`config.mk`:
```
export PLATFORM = sky130hd
export DESIGN_NAME = tcm_core
export DESIGN_NICKNAME = d
export VERILOG_FILES = /design/src/tcm_pkg.sv /design/src/tcm_prescaler.sv /design/src/tcm_core.sv
export SDC_FILE = /design/constraint.sdc
export NUM_CORES = 1
export LEC_CHECK = 0
export CAP_MARGIN = 20
export CORE_ASPECT_RATIO = 0.8
export CORE_MARGIN = 2
export CORE_UTILIZATION = 35
export DETAILED_ROUTE_END_ITERATION = 12
export DONT_BUFFER_PORTS = 1
export PLACE_DENSITY = 0.56
export SYNTH_ARGS = -nofsm -noshare
export SYNTH_HDL_FRONTEND = slang
export SYNTH_HIERARCHICAL = 1
export SYNTH_SLANG_ARGS = --single-unit
```
`constraint.sdc`:
```
create_clock -name pclk -period 3.05 [get_ports pclk]
set_input_delay 0.7625 -clock pclk [delete_from_list [all_inputs] [get_ports pclk]]
set_output_delay 0.7625 -clock pclk [all_outputs]
set_load 0.05 [all_outputs]
```
`src/tcm_pkg.sv`:
```
// package: register map, field layout and constants of the modulo timer core
package tcm_pkg;
   localparam logic [11:0] TCM_OFS_CTRL = 12'h000;
   localparam logic [11:0] TCM_OFS_COUNT = 12'h004;
   localparam logic [11:0] TCM_OFS_MODULO = 12'h008;
   localparam logic [11:0] TCM_OFS_IRQ_STATUS = 12'h010;
   localparam logic [11:0] TCM_OFS_IRQ_ENABLE = 12'h014;
   localparam logic [11:0] TCM_OFS_IRQ_CLEAR = 12'h018;
   localparam int TCM_CTRL_PS_LSB = 0;
   localparam int TCM_CTRL_SRC_LSB = 3;
   localparam int TCM_CTRL_DBG_LSB = 8;
   localparam int TCM_CTRL_OVF_BIT = 7;
   localparam logic [15:0] TCM_COUNT_RESET = 16'h0000;
   localparam logic [15:0] TCM_MODULO_RESET = 16'hFFFF;
   localparam logic [2:0] TCM_PS_RESET = 3'h0;
   localparam int TCM_COUNT_READ_WAITS = 2;
   localparam logic [1:0] TCM_SRC_OFF = 2'h0;
   localparam logic [1:0] TCM_SRC_INT = 2'h1;
   localparam logic [1:0] TCM_SRC_EXT = 2'h2;
   localparam logic [1:0] TCM_SRC_RSVD = 2'h3;
   typedef struct packed {
      logic [1:0] src;
      logic [2:0] ps;
      logic dbg_run;
   } tcm_ctrl_type;
endpackage

```
`src/tcm_prescaler.sv`:
```
// divider: turns counting ticks into one-cycle advance pulses
`timescale 1ns/1ps
`default_nettype none
module tcm_prescaler (
   input wire logic pclk,
   input wire logic presetn,
   input wire logic clear,
   input wire logic tick,
   input wire logic [2:0] ps,
   output logic advance
);
   logic [6:0] div_q;
   logic [6:0] mask;
   logic hit;
   assign mask = 7'((8'h01 << ps) - 8'h01);
   assign hit = tick && ((div_q & mask) == mask);
   always_ff @(posedge pclk or negedge presetn) begin
      if (!presetn) begin
         div_q <= 7'h00;
         advance <= 1'b0;
      end else begin
         advance <= hit;
         if (clear) begin
            div_q <= 7'h00;
         end else if (tick) begin
            div_q <= hit ? 7'h00 : 7'(div_q + 7'h01);
         end
      end
   end
endmodule
`default_nettype wire

```
`src/tcm_core.sv`:
```
// top: apb slave, clock source select, counter, modulo buffer and overflow
`timescale 1ns/1ps
`default_nettype none
module tcm_core (
   input wire logic pclk,
   input wire logic presetn,
   input wire logic psel,
   input wire logic penable,
   input wire logic pwrite,
   input wire logic [11:0] paddr,
   input wire logic [31:0] pwdata,
   output logic [31:0] prdata,
   output logic pready,
   output logic pslverr,
   input wire logic external_count_clock_input,
   input wire logic debug_active,
   output logic irq
);
   ////////////////////////////////////////////////////////////////////////////////
   tcm_pkg::tcm_ctrl_type ctrl_q;
   logic [1:0] src_ack_q;
   logic [15:0] count_q;
   logic [15:0] modulo_q;
   logic [15:0] mod_buf_q;
   logic mod_pend_q;
   logic ovf_q;
   logic ovf_ie_q;
   logic [1:0] wait_q;
   logic ext_s1_q;
   logic ext_s2_q;
   logic ext_s3_q;

   wire setup = psel && !penable;
   wire access = psel && penable;
   wire sel_ctrl = paddr == tcm_pkg::TCM_OFS_CTRL;
   wire sel_count = paddr == tcm_pkg::TCM_OFS_COUNT;
   wire sel_mod = paddr == tcm_pkg::TCM_OFS_MODULO;
   wire sel_st = paddr == tcm_pkg::TCM_OFS_IRQ_STATUS;
   wire sel_ie = paddr == tcm_pkg::TCM_OFS_IRQ_ENABLE;
   wire sel_clr = paddr == tcm_pkg::TCM_OFS_IRQ_CLEAR;
   wire mapped = sel_ctrl | sel_count | sel_mod | sel_st | sel_ie | sel_clr;
   wire slow_read = sel_count && !pwrite;
   wire done = access && (!slow_read || wait_q == 2'(tcm_pkg::TCM_COUNT_READ_WAITS));
   wire wr = done && pwrite;
   wire wr_ctrl = wr && sel_ctrl;
   wire wr_count = wr && sel_count;
   wire wr_mod = wr && sel_mod;
   wire [1:0] new_src = pwdata[tcm_pkg::TCM_CTRL_SRC_LSB +: 2];
   wire enabled = src_ack_q == tcm_pkg::TCM_SRC_INT || src_ack_q == tcm_pkg::TCM_SRC_EXT;
   wire ext_rise = ext_s2_q && !ext_s3_q;
   wire tick = (src_ack_q == tcm_pkg::TCM_SRC_INT) ||
      (src_ack_q == tcm_pkg::TCM_SRC_EXT && ext_rise);
   wire halted = debug_active && !ctrl_q.dbg_run;
   logic advance;
   wire adv = advance && enabled && !halted;
   wire at_mod = count_q == modulo_q;
   wire ovf_event = adv && at_mod;
   wire mod_xfer = mod_pend_q && (!enabled || (adv && at_mod));
   wire clr_ovf = (wr_ctrl && pwdata[tcm_pkg::TCM_CTRL_OVF_BIT]) || (wr && sel_clr && pwdata[0]);
   wire [1:0] src_shown = (ctrl_q.src == tcm_pkg::TCM_SRC_OFF) ? src_ack_q : ctrl_q.src;
   wire [31:0] ctrl_rd = {23'h000000, ctrl_q.dbg_run, ovf_q, ovf_ie_q, 1'b0, src_shown,
      ctrl_q.ps};
   wire [31:0] rd_mux = sel_ctrl ? ctrl_rd :
      sel_count ? {16'h0000, count_q} :
      sel_mod ? {16'h0000, modulo_q} :
      sel_st ? {31'h00000000, ovf_q} :
      sel_ie ? {31'h00000000, ovf_ie_q} : 32'h00000000;

   ////////////////////////////////////////////////////////////////////////////////
   tcm_prescaler u_pre (
      .pclk(pclk),
      .presetn(presetn),
      .clear(wr_count || !enabled),
      .tick(tick && !halted),
      .ps(ctrl_q.ps),
      .advance(advance)
   );

   ////////////////////////////////////////////////////////////////////////////////
   // apb answer
   always_ff @(posedge pclk or negedge presetn) begin
      if (!presetn) begin
         wait_q <= 2'h0;
         pready <= 1'b0;
         pslverr <= 1'b0;
         prdata <= 32'h00000000;
      end else begin
         pready <= 1'b0;
         pslverr <= 1'b0;
         if (setup || pready) begin
            wait_q <= 2'h0;
         end else if (access && !pready) begin
            wait_q <= 2'(wait_q + 2'h1);
         end
         // pready is registered: answer one cycle after the access request is seen, two cycles more for count reads
         if (access && !pready &&
               (!slow_read || wait_q == 2'(tcm_pkg::TCM_COUNT_READ_WAITS))) begin
            pready <= 1'b1;
            pslverr <= !mapped;
            prdata <= pwrite ? 32'h00000000 : rd_mux;
         end
      end
   end

   ////////////////////////////////////////////////////////////////////////////////
   // control
   always_ff @(posedge pclk or negedge presetn) begin
      if (!presetn) begin
         ctrl_q <= '{src: tcm_pkg::TCM_SRC_OFF, ps: tcm_pkg::TCM_PS_RESET, dbg_run: 1'b0};
         ovf_ie_q <= 1'b0;
         src_ack_q <= tcm_pkg::TCM_SRC_OFF;
      end else begin
         if (wr_ctrl && pready) begin
            ctrl_q.src <= new_src;
            ctrl_q.dbg_run <= pwdata[tcm_pkg::TCM_CTRL_DBG_LSB];
            ovf_ie_q <= pwdata[6];
            if (!enabled && ctrl_q.src == tcm_pkg::TCM_SRC_OFF) begin
               ctrl_q.ps <= pwdata[tcm_pkg::TCM_CTRL_PS_LSB +: 3];
            end
         end
         if (wr && sel_ie && pready) begin
            ovf_ie_q <= pwdata[0];
         end
         src_ack_q <= (ctrl_q.src == tcm_pkg::TCM_SRC_RSVD) ? tcm_pkg::TCM_SRC_OFF : ctrl_q.src;
      end
   end

   ////////////////////////////////////////////////////////////////////////////////
   // external clock sync and counting path
   always_ff @(posedge pclk or negedge presetn) begin
      if (!presetn) begin
         ext_s1_q <= 1'b0;
         ext_s2_q <= 1'b0;
         ext_s3_q <= 1'b0;
         count_q <= tcm_pkg::TCM_COUNT_RESET;
         modulo_q <= tcm_pkg::TCM_MODULO_RESET;
         mod_buf_q <= tcm_pkg::TCM_MODULO_RESET;
         mod_pend_q <= 1'b0;
         ovf_q <= 1'b0;
         irq <= 1'b0;
      end else begin
         ext_s1_q <= external_count_clock_input;
         ext_s2_q <= ext_s1_q;
         ext_s3_q <= ext_s2_q;
         if (wr_count && pready) begin
            count_q <= tcm_pkg::TCM_COUNT_RESET;
         end else if (adv) begin
            count_q <= at_mod ? 16'h0000 : 16'(count_q + 16'h0001);
         end
         if (wr_mod && pready && !mod_pend_q) begin
            mod_buf_q <= pwdata[15:0];
            mod_pend_q <= 1'b1;
         end else if (mod_xfer) begin
            modulo_q <= mod_buf_q;
            mod_pend_q <= 1'b0;
         end
         if (ovf_event) begin
            ovf_q <= 1'b1;
         end else if (clr_ovf && pready) begin
            ovf_q <= 1'b0;
         end
         irq <= (ovf_q || ovf_event) && ovf_ie_q;
      end
   end

   ////////////////////////////////////////////////////////////////////////////////
   // checks
   property p_count_wait;
      @(posedge pclk) disable iff (!presetn)
      (setup && sel_count && !pwrite) |=> !pready [*3] ##1 pready;
   endproperty
   a_count_wait: assert property (p_count_wait) else $error("count read wait wrong");

   property p_count_clear;
      @(posedge pclk) disable iff (!presetn)
      (wr_count && pready) |=> count_q == 16'h0000;
   endproperty
   a_count_clear: assert property (p_count_clear) else $error("count not cleared");

   property p_wrap;
      @(posedge pclk) disable iff (!presetn)
      (ovf_event && !(wr_count && pready)) |=> count_q == 16'h0000 && ovf_q;
   endproperty
   a_wrap: assert property (p_wrap) else $error("no wrap or flag");

   property p_hold_off;
      @(posedge pclk) disable iff (!presetn)
      (!enabled && !(wr_count && pready)) |=> $stable(count_q);
   endproperty
   a_hold_off: assert property (p_hold_off) else $error("counts while off");

   property p_debug;
      @(posedge pclk) disable iff (!presetn)
      (halted && !(wr_count && pready)) |=> $stable(count_q);
   endproperty
   a_debug: assert property (p_debug) else $error("counts in debug");

   property p_ps_lock;
      @(posedge pclk) disable iff (!presetn)
      (enabled || ctrl_q.src != tcm_pkg::TCM_SRC_OFF) |=> $stable(ctrl_q.ps);
   endproperty
   a_ps_lock: assert property (p_ps_lock) else $error("prescale changed");

   property p_mod_ignore;
      @(posedge pclk) disable iff (!presetn)
      (mod_pend_q && !mod_xfer) |=> $stable(mod_buf_q);
   endproperty
   a_mod_ignore: assert property (p_mod_ignore) else $error("buffer overwritten");

   property p_ovf_sticky;
      @(posedge pclk) disable iff (!presetn)
      ovf_event |=> ovf_q;
   endproperty
   a_ovf_sticky: assert property (p_ovf_sticky) else $error("overflow lost");

   property p_upper_zero;
      @(posedge pclk) disable iff (!presetn)
      (pready && !pslverr && (sel_count || sel_mod)) |-> prdata[31:16] == 16'h0000;
   endproperty
   a_upper_zero: assert property (p_upper_zero) else $error("upper bits set");

   c_wrap: cover property (@(posedge pclk) disable iff (!presetn) ovf_event);
   c_mod_load: cover property (@(posedge pclk) disable iff (!presetn) mod_xfer && enabled);
   c_ext: cover property (@(posedge pclk) disable iff (!presetn) adv && src_ack_q == 2'h2);
endmodule
`default_nettype wire

```
==> impl_metrics.csv <==
group,metric,value,unit
run_status,status,"finished clean",
critical_path,worstPathRequired,3280,ps
yosys,yosys_warnings,6,
detailed_routing,drc,0,
die,ios,86,
critical_path,path_cells,"nor3_1 -> nand4_1 -> nor2_1 -> buf_4 -> a211o_1 -> o21ai_0",
sta,slew_violations,0,
yosys,yosysSeqAreaShare,44.5,%
critical_path,slowest_delay,610,ps
sta,setup_violations,0,
critical_path,crit_type,"primary input to register",
power,power_per_cell_area,438,nW/um^2
clock_network,cts_buffers,9,
die,num_rows,39,
detailed_routing,ant_nets,0,
sta,fin_crit,2350,ps
cells_and_area,drive_above_1_share,19.0,%
sta,worst_hold_slack,101,ps
yosys,synth.cell_area,5210,sq um
die,core_area,14400,sq um
clock_network,cts.sinks,91,
global_route,antenna_found_initial,0,
hold_path,min_path_type,"primary input to async pin",
placed_design,hpwl,9620,microns
sta,tightest_slew,649,ps
yosys,yosys_most_used_dff,"dfrtp_1",
critical_path,crit_path_start_kind,"primary input",
cells_and_area,diodes,0,
cells_and_area,nNetsFinal,577,
detailed_routing,vias_per_cell,5.78,
sta,fmax,0.425,GHz
sta,setup_tns,0,ps
yosys,synth_compound_area_share,16.6,%
placed_design,placed_cells,694,
clock_network,root_buffer,"clkbuf_16",
job,drv_cap,0,
sta,hold_viol_final,0,
yosys,avgSynthCellArea,9.77,sq um
die,dieHeight,113,microns
clock_network,cts_tree,"yes",
sta,finClkSkew,7.05,ps
die,fp.dieW,140,microns
global_route,grt_max_degree,92,
detailed_routing,wl,13600,microns
clock_network,post_cts_buffers,0,
cells_and_area,final_cell_area,5660,sq um
sta,relSlewSlack,56.7,%
placed_design,placedInstanceArea,5350,sq um
die,die_area,15900,sq um
power,peakVddDrop,0.000240,V
critical_path,cp.arrival,2580,ps
yosys,netlist_instances,533,
critical_path,path_max_fanout,8,
yosys,synth_xor_xnor_area_share,3.87,%
detailed_routing,dr.pass1.iters,6,
yosys,ys_async_sr_fraction,100,%
clock_network,postCtsHoldBufs,0,
detailed_routing,vias,4102,
placed_design,port_buffers,0,
clock_network,clk_path_buf_depth,2,
cells_and_area,synthToLayoutAreaGrowth,8.60,%
clock_network,cts_resized,0,
global_route,grt_pass1_vias,3829,
global_route,track_usage,17.4,%
critical_path,reg2reg_depth,6,
cells_and_area,n_fill_cell,1416,
yosys,synth_enable_flop_cells,0,
clock_network,clkTransAtPathRegs,70,ps
clock_network,insertion_delay,350,ps
yosys,synthAdderAreaFrac,1.20,%
yosys,ys_seq_elements,91,
clock_network,h-tree-depth,3,
detailed_routing,first_iter_violations,449,
cells_and_area,final_cells,710,
detailed_routing,wire_per_inst,19.2,microns
critical_path,cpMaxStageDelayCell,"nor2_1",
sta,rsz0062_at_grt,"no",
die,initial_core_util,36.2,%
sta,fin_crit_sh,77.1,%
critical_path,crit_path_end_kind,"register",
yosys,synth-simple-area-share,18.9,%
power,power_leakage,2.28,nW
yosys,synth_top_family_by_area,"simple AND/OR/NAND/NOR gates",
yosys,muxShareOfSynthArea,7.13,%
global_route,grt.overflow.total,0,
global_route,grt_first_pass_wirelength,21700,microns
placed_design,gp_congestion,0.866,
yosys,ys_types,68,
registers in the layout, indices dropped and copies added (netlist names), 2 cells and up:
| register | flops |
|---|---|
| wait_q | 2 |
| prdata | 16 |
| src_ack_q | 2 |
| count_q | 16 |
| ctrl_q | 6 |
| modulo_q | 16 |
| u_pre/div_q | 7 |
| mod_buf_q | 16 |
cell usage in the layout, fill, tap and decap left out, types with 3 or more instances in the layout:
master	count
and2_1	4
nor2_1	52
nor4_1	9
dfrtp_1	59
nor3_1	9
mux2i_1	9
nand4_1	26
conb_1	16
inv_1	27
xnor2_1	17
a22oi_1	8
ha_1	5
o41ai_1	3
mux2_4	9
a21oi_1	13
dfstp_2	32
mux2_2	13
a211o_1	3
clkbuf_16	9
or3_1	3
nand3_1	12
o31ai_1	6
xor2_1	6
nor2b_1	6
o21ai_0	17
a222oi_1	16
o211ai_1	3
buf_4	17
o311ai_0	16
and3_1	10
nand2b_1	3
nand2_1	42
or4_1	3
worst paths after layout:
check / startpoint / end / slack [ps]
max: paddr[8] / count_q[10] / 700
min reg2reg: ext_s1_q / ext_s2_q / 360
max in group asynchronous: presetn / modulo_q[9] / 2720
min in group pclk: ext_s1_q / ext_s2_q / 360
min: presetn / wait_q[0] / 100
max reg2reg: src_ack_q[0] / count_q[9] / 770
synthesized netlist by cell type (all sizes together) (7+ instances only):
cell | n | area, sq um
dfrtp | 59 | 1480
and3 | 10 | 62.6
inv | 27 | 101
nor4 | 11 | 83.8
mux2 | 22 | 282
clkbuf | 29 | 109
nand2 | 42 | 158
a22oi | 8 | 60.1
mux2i | 9 | 90.1
o21ai | 18 | 93.8
nand3 | 13 | 70.1
buf | 26 | 190
a222oi | 16 | 160
nand4 | 26 | 163
nor3 | 10 | 55.1
dfstp | 32 | 841
nor2 | 52 | 195
o31ai | 7 | 66.3
xnor2 | 17 | 149
a21oi | 14 | 73.8
o311ai | 16 | 140
cell type report:
type | count | area, sq um | share of cell area (%)
Multi-Input combinational cell | 374 | 2570 | 45.4
Clock inverter | 6 | 71.3 | 1.26
Clock buffer | 10 | 239 | 4.22
Tap cell | 184 | 230 | 4.07
Timing Repair Buffer | 17 | 128 | 2.26
Inverter | 28 | 105 | 1.86
Sequential cell | 91 | 2320 | 41.0
kinds of logic (layout without fill, tap and decap cells):
kind of cell / Yosys count / in the layout
xor gates and xnor gates: 23 / 23
DFF: 91 / 91
buffers and inverters: 83 / 61
and+or+nand+nor: 192 / 192
AOI/OAI and AO/OA: 107 / 107
adders and majority gates: 5 / 5
muxes: 31 / 31
other: 1 / 16
power breakdown:
| part | internal [mW] | total, mW | switching (mW) |
|---|---|---|---|
| Combinational | 0.0190 | 0.0924 | 0.0734 |
| Clock | 0.665 | 1.17 | 0.501 |
| Sequential | 1.21 | 1.22 | 0.00594 |
per-stage QoR:
stage | power, mW | setup WS [ps] | util (%)
finish | 2.48 | 699 | 39.3
global route | 2.56 | 612 | 39.3
CTS | 2.50 | 728 | 39.3
detailed placement | 1.33 | 350 | 37.1
global placement | 1.33 | 444 | 37.1
floorplan | 1.34 | 609 | -
worst max-delay path, delay by kind of cell:
kind,cells,cell delay (ps)
buffers and inverters,1,280
AND/OR/NAND/NOR,3,1370
AO/OA/AOI/OAI,2,170
per-layer routing:
layer	wire (microns)	up-vias	global-route usage [%]
met5	0	-	0
met4	167	0	4.38
met3	881	11	4.44
met2	5750	134	24.5
met1	6830	2053	26.6
li1	-	1904	-
Note: power is estimated with default switching activity, not from simulation.
